[src/hw/supervisor_pkg.sv]
// Constants for the regulator supervisor, watchdog and hold control
// Functional notes
// - Reset low below threshold, stretched 200ms
// - Threshold option 7.5 or 12.5 percent
// - Watchdog idle 1.6s asserts reset
// - Idle watchdog gives 200ms low, 1.6s high
// - Reset held full timeout, kicks ignored
// - Kick or reset clears watchdog counter
// - Counter stopped during reset, restarts after
// - Enable high turns regulator on
// - Hold low keeps output on
// - Hold released with enable low shuts down
// - Hold high follows enable alone
// - Over-temperature forces off, hysteresis restarts
// - Undriven inputs give off state
// - Reset output open-drain active low
package supervisor_pkg;
  localparam int unsigned CLK_HZ            = 100_000_000;
  localparam int unsigned RESET_STRETCH_MS  = 200;
  localparam int unsigned WD_TIMEOUT_MS     = 1600;
  localparam int unsigned WD_KICK_MIN_MS    = 1120;
  // Cycles per interval: ms times kHz
  localparam int unsigned RESET_STRETCH_CYC = RESET_STRETCH_MS * (CLK_HZ / 1000);
  localparam int unsigned WD_TIMEOUT_CYC    = WD_TIMEOUT_MS * (CLK_HZ / 1000);
  localparam int unsigned CNT_W             = 28;
  // Threshold option codes
  localparam logic        THRESH_7P5        = 1'b0;
  localparam logic        THRESH_12P5       = 1'b1;
  // Safe pin values while unsynchronised at reset
  localparam logic        ENABLE_RST        = 1'b0;
  localparam logic        HOLD_N_RST        = 1'b1;
  localparam logic        KICK_RST          = 1'b0;
  typedef enum logic [1:0] {
    SUP_RUN     = 2'b00,
    SUP_STRETCH = 2'b01,
    SUP_LOW     = 2'b10
  } sup_state_t;
  typedef enum logic [1:0] {
    REG_OFF  = 2'b00,
    REG_ON   = 2'b01,
    REG_HELD = 2'b10
  } reg_state_t;
endpackage

[src/hw/sync_bit.sv]
// Two-flop synchroniser for one input level
`timescale 1ns/1ps
module sync_bit #(
  parameter logic RST_VAL = 1'b0
) (
  input  wire logic clk,   // Clock
  input  wire logic rstn,  // Async reset, active low
  input  wire logic d,     // Asynchronous level
  output logic      q      // Synchronised level
);
  logic meta;
  always_ff @(posedge clk or negedge rstn) begin
    if (!rstn) begin
      meta <= RST_VAL;
      q    <= RST_VAL;
    end else begin
      meta <= d;
      q    <= meta;
    end
  end
endmodule // sync_bit

[src/hw/supervisor_watchdog_hold_control.sv]
// Reset supervisor, watchdog and enable/hold regulator control
`timescale 1ns/1ps
module supervisor_watchdog_hold_control #(
  parameter int unsigned RESET_STRETCH_CYC = supervisor_pkg::RESET_STRETCH_CYC,
  parameter int unsigned WD_TIMEOUT_CYC    = supervisor_pkg::WD_TIMEOUT_CYC,
  parameter logic        WATCHDOG_PRESENT  = 1'b1
) (
  input  wire logic clk,                  // 100 MHz timebase
  input  wire logic rstn,                 // Async reset, active low
  input  wire logic thresh_sel,           // Threshold option, 0: 7.5%, 1: 12.5%
  input  wire logic out_below_7p5,        // Comparator: output below -7.5% trip
  input  wire logic out_below_12p5,       // Comparator: output below -12.5% trip
  input  wire logic watchdog_kick_input,  // Processor kick pin
  input  wire logic enable,               // Enable pin, active high
  input  wire logic hold_n,               // Self-hold pin, active low
  input  wire logic over_temp,            // Thermal flag, hysteresis in sensor
  output logic      reg_on,               // Regulator pass device on
  output logic      reset_n_out,          // Reset pad output value (always 0)
  output logic      reset_n_oe_n,         // Reset pad enable, low pulls line low
  output logic      reset_active          // Internal reset asserted
);
  supervisor_pkg::sup_state_t sup_state;
  supervisor_pkg::reg_state_t reg_state;
  // Interval counters, wide enough for the full watchdog span
  logic [supervisor_pkg::CNT_W-1:0] stretch_cnt;
  logic [supervisor_pkg::CNT_W-1:0] wd_cnt;
  // Pin levels after the synchronisers
  logic kick_s;
  logic kick_d;
  logic en_s;
  logic hold_n_s;
  // Decoded conditions
  logic below;
  logic kick_edge;
  logic wd_expire;
  logic stretch_done;

  sync_bit #(.RST_VAL(supervisor_pkg::KICK_RST)) u_sync_kick (
    .clk (clk),
    .rstn(rstn),
    .d   (watchdog_kick_input),
    .q   (kick_s)
  );

  sync_bit #(.RST_VAL(supervisor_pkg::ENABLE_RST)) u_sync_en (
    .clk (clk),
    .rstn(rstn),
    .d   (enable),
    .q   (en_s)
  );

  // Hold idles high, as its pull-up would leave it
  sync_bit #(.RST_VAL(supervisor_pkg::HOLD_N_RST)) u_sync_hold (
    .clk (clk),
    .rstn(rstn),
    .d   (hold_n),
    .q   (hold_n_s)
  );

  // Delayed copy for edge detect; resets to the pin's idle level
  always_ff @(posedge clk or negedge rstn) begin
    if (!rstn) begin
      kick_d <= supervisor_pkg::KICK_RST;
    end else begin
      kick_d <= kick_s;
    end
  end

  assign below = (thresh_sel == supervisor_pkg::THRESH_12P5) ? out_below_12p5
                                                              : out_below_7p5;
  // any change of the synchronised level is a kick
  assign kick_edge = kick_s ^ kick_d;
  assign wd_expire = WATCHDOG_PRESENT &&
                     (wd_cnt == supervisor_pkg::CNT_W'(WD_TIMEOUT_CYC - 1));
  assign stretch_done = (stretch_cnt ==
                         supervisor_pkg::CNT_W'(RESET_STRETCH_CYC - 1));

  // Reset sequencing; starts asserted so power-up stretches
  always_ff @(posedge clk or negedge rstn) begin
    if (!rstn) begin
      sup_state <= supervisor_pkg::SUP_LOW;
    end else begin
      unique case (sup_state)
        supervisor_pkg::SUP_RUN: begin
          if (below) begin
            sup_state <= supervisor_pkg::SUP_LOW;
          end else if (wd_expire) begin
            sup_state <= supervisor_pkg::SUP_STRETCH;
          end
        end
        supervisor_pkg::SUP_LOW: begin
          if (!below) begin
            sup_state <= supervisor_pkg::SUP_STRETCH;
          end
        end
        supervisor_pkg::SUP_STRETCH: begin
          if (below) begin
            sup_state <= supervisor_pkg::SUP_LOW;
          end else if (stretch_done) begin
            sup_state <= supervisor_pkg::SUP_RUN;
          end
        end
        default: begin
          sup_state <= supervisor_pkg::SUP_LOW;
        end
      endcase
    end
  end

  // stretch timer, only runs in the stretch state
  // A dip during the stretch starts the whole interval over
  always_ff @(posedge clk or negedge rstn) begin
    if (!rstn) begin
      stretch_cnt <= '0;
    end else if (sup_state != supervisor_pkg::SUP_STRETCH) begin
      stretch_cnt <= '0;
    end else if (below || stretch_done) begin
      stretch_cnt <= '0;
    end else begin
      stretch_cnt <= stretch_cnt + 1'b1;
    end
  end

  // Watchdog counter; idle without a watchdog so it never wraps needlessly
  always_ff @(posedge clk or negedge rstn) begin
    if (!rstn) begin
      wd_cnt <= '0;
    end else if (!WATCHDOG_PRESENT) begin
      wd_cnt <= '0;
    end else if (sup_state != supervisor_pkg::SUP_RUN || wd_expire) begin
      wd_cnt <= '0;
    end else if (kick_edge) begin
      wd_cnt <= '0;
    end else begin
      wd_cnt <= wd_cnt + 1'b1;
    end
  end

  // Regulator enable/hold state machine
  always_ff @(posedge clk or negedge rstn) begin
    if (!rstn) begin
      reg_state <= supervisor_pkg::REG_OFF;
    end else begin
      unique case (reg_state)
        supervisor_pkg::REG_OFF: begin
          if (en_s && hold_n_s) begin
            reg_state <= supervisor_pkg::REG_ON;
          // Hold already low: latch straight into the held state
          end else if (en_s) begin
            reg_state <= supervisor_pkg::REG_HELD;
          end
        end
        supervisor_pkg::REG_ON: begin
          // hold pulled low while on latches
          if (!hold_n_s) begin
            reg_state <= supervisor_pkg::REG_HELD;
          end else if (!en_s) begin
            reg_state <= supervisor_pkg::REG_OFF;
          end
        end
        supervisor_pkg::REG_HELD: begin
          if (hold_n_s && en_s) begin
            reg_state <= supervisor_pkg::REG_ON;
          end else if (hold_n_s) begin
            reg_state <= supervisor_pkg::REG_OFF;
          end
        end
        default: begin
          reg_state <= supervisor_pkg::REG_OFF;
        end
      endcase
    end
  end

  always_ff @(posedge clk or negedge rstn) begin
    if (!rstn) begin
      reg_on <= 1'b0;
    end else begin
      reg_on <= (reg_state != supervisor_pkg::REG_OFF) && !over_temp;
    end
  end

  // open-drain, only ever pulls low
  // Registered so the pad never glitches low on a state change
  always_ff @(posedge clk or negedge rstn) begin
    if (!rstn) begin
      reset_n_oe_n <= 1'b0;
    end else begin
      reset_n_oe_n <= (sup_state == supervisor_pkg::SUP_RUN) ? 1'b1 : 1'b0;
    end
  end

  // Internal view of the same reset, for logic beside the pad
  always_ff @(posedge clk or negedge rstn) begin
    if (!rstn) begin
      reset_active <= 1'b1;
    end else begin
      reset_active <= (sup_state != supervisor_pkg::SUP_RUN);
    end
  end

  // pad data is tied low; only the enable moves
  assign reset_n_out = 1'b0;
endmodule // supervisor_watchdog_hold_control

[config.mk]
export PLATFORM = sky130hd
export DESIGN_NAME = supervisor_watchdog_hold_control
export DESIGN_NICKNAME = d
export VERILOG_FILES = /design/src/hw/supervisor_pkg.sv /design/src/hw/sync_bit.sv /design/src/hw/supervisor_watchdog_hold_control.sv
export SDC_FILE = /design/constraint.sdc
export NUM_CORES = 1
export LEC_CHECK = 0
export ABC_CLOCK_PERIOD_IN_PS = 2500
export BUFFER_PORTS_ARGS = -buffer_cell sky130_fd_sc_hd__buf_2
export CORE_MARGIN = 4
export CORE_UTILIZATION = 61
export DETAILED_ROUTE_END_ITERATION = 16
export PLACE_DENSITY = 0.81
export SLEW_MARGIN = 20
export SYNTH_ARGS = -nofsm -noshare
export SYNTH_HDL_FRONTEND = slang
export SYNTH_SLANG_ARGS = --single-unit
[constraint.sdc]
create_clock -name clk -period 2.5 [get_ports clk]
set_input_delay 0.125 -clock clk [delete_from_list [all_inputs] [get_ports clk]]
set_output_delay 0.125 -clock clk [all_outputs]
set_load 0.01 [all_outputs]
==> flow_summary.json, run 1 <==
{
  "avgSynthCellArea_sq_um": 9.861,
  "start_kind": "register",
  "antenna_found_initial": 0,
  "ctsHtreeMaxLevel": 3,
  "viasPerCell": 6.320,
  "clkSlewWorstSetupHoldPaths_ns": 0.07,
  "post-dp-hpwl_um": 5197,
  "clkPwrFrac_pct": 42.4,
  "power.share.sequential_pct": 52.5,
  "p_leak_nw": 1.465,
  "cts_tree": "yes",
  "synth_cell_types": 50,
  "vias": 2882,
  "drt_iter0_markers": 183,
  "synth_warnings": 0,
  "core_area_sq_um": 5608,
  "dr.pass1.iters": 4,
  "grt_pass1_vias": 2926,
  "final_cell_count_no_fill": 456,
  "antenna_left": 0,
  "worstPathArrival_ns": 2.60,
  "drive_above_1_share_pct": 12.76,
  "seq_area_frac_synth_pct": 49.07,
  "dp_cells": 435,
  "wl_met1_um": 3296,
  "rows": 27,
  "fin_skew_ns": 0.01428,
  "root_buffer": "clkbuf_8",
  "finalHoldViolCount": 0,
  "utilization_pct": 70.50,
  "hold_ws_ns": 0.05350,
  "setup_viol_count_final": 0,
  "synth_edf_count": 0,
  "cp.required_ns": 2.72,
  "wl_met3_um": 272,
  "peakVddDrop_mv": 0.4626,
  "synth_flop_cell": "dfrtp_1",
  "rsz0062_at_grt": "false",
  "syn-num-nets": 374,
  "cts_sinks": 70,
  "overflow": 0,
  "combPwrFrac_pct": 5.1,
  "synthArstFlopShare_pct": 100.0,
  "grt_max_degree": 32,
  "wl_met2_um": 3736,
  "swShare_pct": 24.23,
  "antenna_cells": 0,
  "cts_resized": 0,
  "grt_pass1_wl_um": 13340,
  "syn_inst": 363,
  "io_pins": 13,
  "p_per_area_nw_per_um2": 564.6,
  "clk_path_buf_depth": 2,
  "die_area_sq_um": 7158,
  "outcome": "finished, final reports clean",
  "fin_tns_setup_ns": 0,
  "final_nets": 390,
  "die_h_um": 84.61,
  "die-width_um": 84.61,
  "internal-power_mw": 1.691,
  "place_congestion": 0.8323,
  "drc_errors": 0,
  "initial_core_util_pct": 63.83,
  "crit_type": "reg2reg",
  "hold_class": "in2reg",
  "drv_slew": 0,
  "path_max_fanout": 10,
  "synthToLayoutAreaGrowth_pct": 10.45,
  "slew_headroom_pct": 55.88,
  "period_share_pct": 95.28,
  "fmax_mhz": 419.8,
  "tightest_slew_ns": 0.6618,
  "mappedNetlistArea_sq_um": 3580,
  "p_total_mw": 2.232,
  "crit_path_end_kind": "register",
  "cts_made_buffers": 9,
  "post_cts_buffers": 0,
  "dr.max_layer_used": "met4",
  "portBuffers": 11,
  "maxCapViolCount": 0,
  "wl_um": 7381,
  "routedWlPerCell_um": 16.19,
  "grt_util_all_layers_pct": 22.84,
  "final.min_clock_period_ns": 2.382,
  "clock_latency_ns": 0.35,
  "p_sw_uw": 541.0,
  "ys_ff_latch": 70
}
placed cells by master, fill, tap and decap left out, types with 7 or more instances in the layout:
cell type	count
nor3_1	20
o21ai_0	10
nor4_1	8
nand4_1	20
nand2_1	21
buf_4	7
xor2_1	9
or3_1	15
buf_2	11
and3_1	10
inv_1	8
a211oi_1	14
clkbuf_8	10
dfrtp_1	66
o31ai_1	14
nand3_1	24
or4_1	15
a21oi_1	15
nor2_1	19
xnor2_1	14
final cells by class:
cell class	count	area [sq um]
tap	72	90.09
clock buffer	10	137.6
timing repair buffer	23	157.7
multi-input combinational	267	1712
fill	441	1654
clock inverter	6	70.07
sequential	70	1757
inverter	8	30.03
synth_stat cells, types with 2 or more instances:
| cell type | count | area share (%) |
|---|---|---|
| dfstp_2 | 4 | 2.9 |
| buf_6 | 2 | 0.63 |
| o21ai_0 | 10 | 1.4 |
| nand3_1 | 24 | 3.4 |
| or3_1 | 15 | 2.6 |
| and4_1 | 4 | 0.98 |
| xnor2_1 | 14 | 3.4 |
| inv_1 | 8 | 0.84 |
| or2_2 | 2 | 0.35 |
| dfrtp_1 | 66 | 46 |
| and2_1 | 4 | 0.70 |
| or4_4 | 2 | 0.63 |
| nor2_1 | 19 | 2.0 |
| xor2_1 | 9 | 2.2 |
| a21oi_1 | 15 | 2.1 |
| nand4_1 | 20 | 3.5 |
| buf_4 | 2 | 0.42 |
| nor4_1 | 8 | 1.4 |
| o31ai_1 | 14 | 2.9 |
| or4_1 | 15 | 3.1 |
| clkbuf_1 | 14 | 1.5 |
| and3_1 | 10 | 1.7 |
| a211oi_1 | 14 | 2.9 |
| o21a_1 | 2 | 0.42 |
| nand2_1 | 21 | 2.2 |
| ha_1 | 2 | 0.70 |
| nor3_1 | 20 | 2.8 |
cells by family (layout without fill, tap and decap cells):
family | count (synthesis) | after routing | synth area share [%]
AO/OA/AOI/OAI | 66 | 66 | 12.86
adder cells (fa/ha/maj) | 2 | 2 | 0.6989
buffers and inverters | 26 | 47 | 3.355
AND/OR/NAND/NOR | 174 | 174 | 28.00
flip-flops | 70 | 70 | 49.07
XOR/XNOR | 23 | 23 | 5.628
other | 1 | 1 | 0.1048
multiplexers | 1 | 1 | 0.2796
worst paths after layout:
check | slack (ns) | to | depth (start not counted) | startpoint
setup / recovery | 0.12 | wd_cnt[22]$_DFF_PN0_ | 5 | wd_cnt[20]$_DFF_PN0_
hold / removal | 0.05 | sup_state[1]$_DFFE_PN1P_ | 3 | out_below_7p5
setup reg to reg | 0.12 | wd_cnt[22]$_DFF_PN0_ | 5 | wd_cnt[20]$_DFF_PN0_
hold reg to reg | 0.35 | u_sync_kick.q$_DFF_PN0_ | 0 | u_sync_kick.meta$_DFF_PN0_
max in group asynchronous | 1.37 | reset_active$_DFF_PN1_ | 3 | rstn
min in group asynchronous | 0.34 | wd_cnt[16]$_DFF_PN0_ | 2 | rstn
routing by layer:
layer	vias to the layer above	GRT usage (%)
li1	1404	-
met1	1421	28.76
met2	48	38.72
met3	9	5.790
met4	0	7.050
met5	-	0
stage by stage:
step                area [sq um]  setup WS (ns)
floorplan                   3580         0.3529
global placement            3696         0.1750
detailed placement          3696         0.1060
CTS                         3954        0.09700
global route                3954        0.01702
finish                      3954         0.1180
power by group through the flow:
stage               clock (mW)  sequential (mW)  combinational [mW]
floorplan                    0             1.20              0.0542
global placement             0             1.19               0.106
detailed placement           0             1.20               0.108
CTS                      0.960             1.17               0.115
global route              1.02             1.18               0.129
finish                   0.946             1.17               0.113
worst max-delay path, stage by stage (launching register included):
cell,delay [ns]
dfrtp_1,0.44
or4_1,0.55
or4_4,0.57
o31ai_4,0.39
buf_4,0.25
a21oi_1,0.06
registers in the layout, indices dropped and copies added (netlist names):
signal / cells
kick_d: 1
reg_on: 1
reg_state: 2
reset_active: 1
reset_n_oe_n: 1
stretch_cnt: 28
sup_state: 2
u_sync_en.meta: 1
u_sync_en.q: 1
u_sync_hold.meta: 1
u_sync_hold.q: 1
u_sync_kick.meta: 1
u_sync_kick.q: 1
wd_cnt: 28
timing repair:
action / in CTS / in global routing
endpoints found under the hold margin: 31 / 0
hold buffers: 5 / 0
setup endpoints to repair: 0 / 2
(Power assumes the default switching activity.)
==> inputs of run 2 (changes only) <==
- ABC_CLOCK_PERIOD_IN_PS: 2500 -> 2400
- clock period: 2.5 -> 2.4 ns (I/O delays scaled with it)
==> run 2 against run 1 <==
  * Sequential share of layout area increased by 0.21 points
  * Die area unchanged
  * Combinational power increased by 5%
  * Worst setup slack got worse by 0.0077 ns
  * Cell area decreased by 0.47%
  * Cell count increased by 0.66%
  * Critical path depth unchanged
  * Register-to-register slack about the same
  * Maximum frequency increased by 4.0%
  * Non-clock buffer count increased by 3
  * Clock skew decreased by 0.0037 ns
  * Highest routed layer unchanged
==> flow_summary.json, run 2 (synthesized netlist as in run 1, its figures left out) <==
{
  "outcome": "finished, final reports clean",
  "placed_area_sq_um": 3719,
  "rr_startpoint": "wd_cnt[15]$_DFF_PN0_",
  "cts_resized": 0,
  "root_buffer": "clkbuf_8",
  "grt_util_all_layers_pct": 22.93,
  "die_h_um": 84.61,
  "initial_core_util_pct": 63.83,
  "reg_top3": "stretch_cnt: 28 flops, wd_cnt: 28 flops",
  "drv_slew": 0,
  "crit_path_end_kind": "register",
  "setup_viol_count_final": 0,
  "synthToLayoutAreaGrowth_pct": 9.926,
  "drive_above_1_share_pct": 13.18,
  "antenna_cells": 0,
  "cts_made_buffers": 9,
  "fin_skew_ns": 0.01057,
  "p_per_area_nw_per_um2": 550.6,
  "grt_pass1_vias": 2856,
  "wl_um": 7623,
  "internal-power_mw": 1.622,
  "core_area_sq_um": 5608,
  "seq_area_sq_um": 1757,
  "cts_tree": "yes",
  "worstPathArrival_ns": 2.50,
  "start_kind": "register",
  "post_cts_buffers": 0,
  "clkSlewWorstSetupHoldPaths_ns": 0.08,
  "peakVddDrop_mv": 0.3833,
  "die-width_um": 84.61,
  "post-dp-hpwl_um": 5279,
  "clk_path_buf_depth": 2,
  "startpoint": "wd_cnt[15]$_DFF_PN0_",
  "routedWlPerCell_um": 16.61,
  "combPwrFrac_pct": 5.5,
  "p_sw_uw": 544.0,
  "cts_hold_buffers": 5,
  "hold_class": "in2reg",
  "power.share.sequential_pct": 56.4,
  "final_nets": 393,
  "layout_commonest_cell": "dfrtp_1",
  "clock_latency_ns": 0.34,
  "layout_setup_ws_ns": 0.1103,
  "grt_pass1_wl_um": 13310,
  "io_pins": 13,
  "utilization_pct": 70.17,
  "p_leak_nw": 1.466,
  "antenna_found_initial": 0,
  "fin_area_sq_um": 3935,
  "viasPerCell": 6.366,
  "die_area_sq_um": 7158,
  "rows": 27,
  "fin_tns_setup_ns": 0,
  "drc_errors": 0,
  "path_max_fanout": 6,
  "grt_max_degree": 38,
  "final.min_clock_period_ns": 2.290,
  "crit_type": "reg2reg",
  "cts_sinks": 70,
  "maxCapViolCount": 0,
  "antenna_left": 0,
  "multi_input_area_sq_um": 1712,
  "rsz0062_at_grt": "false",
  "ctsHtreeMaxLevel": 3,
  "nFillCells": 471,
  "clkPwrFrac_pct": 38.1,
  "drt_iter0_markers": 168,
  "dp_worst_setup_slack_ns": 0.1428,
  "finalHoldViolCount": 0,
  "vias": 2922,
  "overflow": 0,
  "fmax_mhz": 436.7,
  "dr.pass1.iters": 4,
  "period_share_pct": 95.40,
  "layout_common_cells": "dfrtp_1, nand3_1, nand2_1",
  "portBuffers": 11,
  "place_congestion": 0.8205,
  "cp.required_ns": 2.61,
  "swShare_pct": 25.11,
  "hp-start": "out_below_7p5"
}
[run 2: cell types whose count changed in the layout (fill, tap and decap cells not counted), sizes merged]
cell      delta
buf          +3
bufinv       -1
clkinv       +3
clkinvlp     -1
inv          -1
[run 2: path summary, 6_finish.rpt]
check,cells past startpoint,to,slack (ns)
min reg2reg,0,u_sync_kick.q$_DFF_PN0_,0.35
min,3,sup_state[1]$_DFFE_PN1P_,0.07
max,5,wd_cnt[19]$_DFF_PN0_,0.11
max reg2reg,5,wd_cnt[19]$_DFF_PN0_,0.11
min in group asynchronous,3,wd_cnt[16]$_DFF_PN0_,0.34
max in group asynchronous,3,sup_state[1]$_DFFE_PN1P_,1.67
[run 2: per-layer routing]
metal | wire length [um] | vias to the layer above | track usage [%] | part of all wire (%)
met2 | 3934 | 67 | 39.57 | 52
met3 | 286 | 7 | 4.612 | 3.8
met5 | 0 | - | 0 | 0
met1 | 3326 | 1438 | 28.21 | 44
met4 | 76 | 0 | 8.921 | 1.0
li1 | - | 1410 | - | -
[run 2: critical path: stages (launching register included)]
cell and delay, ns:
dfrtp_1 0.42, or4_1 0.51, or4_4 0.57, o31ai_4 0.40, buf_4 0.22, a21oi_1 0.05
[run 2: cell type report]
type	count	area share [%]
Sequential cell	70	44.64
Multi-Input combinational cell	267	43.50
Clock buffer	10	3.243
Timing Repair Buffer	26	4.579
Tap cell	72	2.289
Inverter	8	0.7631
Clock inverter	6	0.9857
[run 2: power by group through the flow]
stage	Clock, mW	Sequential [mW]	Combinational, mW
CTS	0.845	1.22	0.121
global placement	0	1.24	0.113
detailed placement	0	1.25	0.114
global route	0.901	1.23	0.134
floorplan	0	1.25	0.0565
finish	0.825	1.22	0.119
[run 2: per-stage QoR]
step | hold slack, ns | power, mW | std cells
2_1_floorplan | -0.1756 | 1.303 | 363
3_3_place_gp | 0.1859 | 1.356 | 438
3_5_place_dp | 0.1847 | 1.360 | 438
4_1_cts | 0.05213 | 2.188 | 459
5_1_grt | 0.07302 | 2.262 | 459
6_report | 0.06679 | 2.166 | 459
==> inputs of run 3 (changes only) <==
- SYNTH_HIERARCHICAL: not set -> 1
==> run 3 against run 2 <==
  * Routed wire length is 21% lower
  * Critical path depth stayed put
  * Die area is 5.1% lower
  * Flip-flop and latch count stayed put
  * Critical endpoint is now wd_cnt[22]$_DFF_PN0_
  * Largest power group unchanged
  * Highest routed layer unchanged
==> flow_summary.json, run 3 <==
{
  "rr_startpoint": "wd_cnt[22]$_DFF_PN0_",
  "rows": 26,
  "drc_errors": 0,
  "synth_edf_count": 0,
  "grt_util_all_layers_pct": 20.82,
  "drv_slew": 0,
  "grt_pass1_wl_um": 10590,
  "antenna_found_initial": 0,
  "cts_tree": "yes",
  "fin_skew_ns": 0.01399,
  "io_pins": 13,
  "clock_latency_ns": 0.35,
  "cts_made_buffers": 9,
  "die_h_um": 82.41,
  "die-width_um": 82.41,
  "place_congestion": 0.8126,
  "routedWlPerCell_um": 14.27,
  "p_total_mw": 2.232,
  "post_cts_buffers": 0,
  "utilization_pct": 71.57,
  "fin_area_sq_um": 3749,
  "grt_max_degree": 41,
  "seq_area_frac_synth_pct": 52.02,
  "synth_top_area_cell": "dfrtp_1",
  "fin_tns_setup_ns": 0,
  "crit_path_end_kind": "register",
  "layout_common_cells": "dfrtp_1, nor2_1, xor2_1",
  "synthToLayoutAreaGrowth_pct": 11.00,
  "peakVddDrop_mv": 0.4368,
  "worstPathArrival_ns": 2.11,
  "syn-num-nets": 332,
  "synthArstFlopShare_pct": 100.0,
  "synth_flop_cell": "dfrtp_1",
  "cts_sinks": 70,
  "root_buffer": "clkbuf_8",
  "avgSynthCellArea_sq_um": 10.52,
  "clkSlewWorstSetupHoldPaths_ns": 0.09,
  "start_kind": "register",
  "synth_warnings": 6,
  "setup_viol_count_final": 0,
  "rrSetupSlack_ns": 0.53,
  "final_cell_count_no_fill": 422,
  "slew_headroom_pct": 52.08,
  "viasPerCell": 5.604,
  "ys_ff_latch": 70,
  "synthTopCellsByArea": "dfrtp_1, xor2_1, nor2_1",
  "post-dp-hpwl_um": 4242,
  "final.min_clock_period_ns": 1.874,
  "drive_above_1_share_pct": 18.18,
  "maxCapViolCount": 0,
  "core_area_sq_um": 5238,
  "dr.pass1.iters": 4,
  "wl_um": 6024,
  "yosysMostFrequentCell": "dfrtp_1",
  "final_nets": 358,
  "dp_cells": 401,
  "hold_ws_ns": 0.04629,
  "mappedNetlistArea_sq_um": 3377,
  "path_max_fanout": 9,
  "overflow": 0,
  "portBuffers": 11,
  "drt_iter0_markers": 118,
  "p_per_area_nw_per_um2": 595.3,
  "r2r_end": "wd_cnt[22]$_DFF_PN0_",
  "initial_core_util_pct": 64.48,
  "crit_type": "reg2reg",
  "fmax_mhz": 533.5,
  "r2r_cells": 5,
  "worst_hold_path.endpoint": "sup_state[1]$_DFFE_PN1P_",
  "layout_commonest_cell": "dfrtp_1",
  "outcome": "finished, final reports clean",
  "tightest_slew_ns": 0.7189,
  "antenna_left": 0,
  "synthTopCellsByCount": "dfrtp_1, nor2_1, xor2_1, nand2_1, nand3_1",
  "die_area_sq_um": 6791,
  "clk_path_buf_depth": 2,
  "rsz0062_at_grt": "false",
  "grt_pass1_vias": 2306,
  "ctsHtreeMaxLevel": 3,
  "synth_top_area_share_pct": 48.91,
  "syn_inst": 321,
  "hold_class": "in2reg",
  "dp_worst_setup_slack_ns": 0.5272,
  "hp-start": "out_below_7p5",
  "vias": 2365,
  "reg_top3": "stretch_cnt: 28 flops, wd_cnt: 28 flops",
  "cp.required_ns": 2.64,
  "layout_setup_ws_ns": 0.5257,
  "antenna_cells": 0,
  "holdPathStages": 3,
  "period_share_pct": 78.09,
  "p_leak_nw": 1.602,
  "finalHoldViolCount": 0,
  "synth_cell_types": 48,
  "placed_area_sq_um": 3512
}
run 3: changes by cell type after synthesis, moves of 14 or more:
| cell | delta |
|---|---|
| o31ai_1 | -14 |
| nor3_1 | -16 |
| or4_1 | -14 |
| or3_1 | -14 |
| clkbuf_1 | -14 |
| nor2_1 | +30 |
| xor2_1 | +28 |
run 3: worst max path at each step:
stage / startpoint / endpoint / slack [ns]
after CTS: wd_cnt[22]$_DFF_PN0_ / wd_cnt[22]$_DFF_PN0_ / 0.51
after global placement: wd_cnt[22]$_DFF_PN0_ / wd_cnt[3]$_DFF_PN0_ / 0.56
after detailed placement: wd_cnt[20]$_DFF_PN0_ / wd_cnt[22]$_DFF_PN0_ / 0.53
final: wd_cnt[22]$_DFF_PN0_ / wd_cnt[22]$_DFF_PN0_ / 0.53
after global routing: wd_cnt[12]$_DFF_PN0_ / wd_cnt[22]$_DFF_PN0_ / 0.32
after floorplan: stretch_cnt[0]$_DFF_PN0_ / stretch_cnt[19]$_DFF_PN0_ / 0.77
run 3: layer usage:
layer / up-vias / share of wire [%] / GRT usage [%]
met5: - / 0 / 0
met4: 0 / 1.9 / 9.136
met3: 13 / 3.4 / 4.013
met2: 48 / 47 / 33.57
met1: 1157 / 47 / 27.31
li1: 1147 / - / -
run 3: power breakdown:
part	internal, mW	switching (mW)	leakage, nW
registers	1.21	0.0169	0.946
clock network	0.398	0.491	0.0931
logic	0.0422	0.0767	0.563
total	1.65	0.584	1.60
run 3: repair_timing:
item | 4_1_cts | 5_1_grt
resized for setup | 0 | 0
hold buffers | 5 | 0
endpoints found under the hold margin | 31 | 0
run 3: critical path: stages (launching register included):
cell     delay [ns]
dfrtp_1        0.42
or4_1          0.55
nor3_2         0.14
a31o_1         0.37
buf_4          0.23
nor2_1         0.06
run 3: kinds of logic (layout without fill, tap and decap cells):
| group | Yosys count | count (layout) | synth area share, % |
|---|---|---|---|
| AO/OA/AOI/OAI | 14 | 14 | 2.594 |
| XOR/XNOR | 49 | 49 | 12.71 |
| adder cells (fa/ha/maj) | 2 | 2 | 0.7409 |
| buffers and inverters | 12 | 43 | 2.482 |
| flip-flops | 70 | 70 | 52.02 |
| multiplexers | 1 | 1 | 0.2964 |
| other | 1 | 1 | 0.1110 |
| AND/OR/NAND/NOR | 172 | 172 | 29.05 |
run 3: layout make-up:
class,count,area (sq um)
Tap cell,70,87.58
Sequential cell,70,1757
Multi-Input combinational cell,239,1536
Inverter,5,18.77
Timing Repair Buffer,22,162.7
Clock inverter,7,62.56
Fill cell,383,1489
Clock buffer,9,123.9
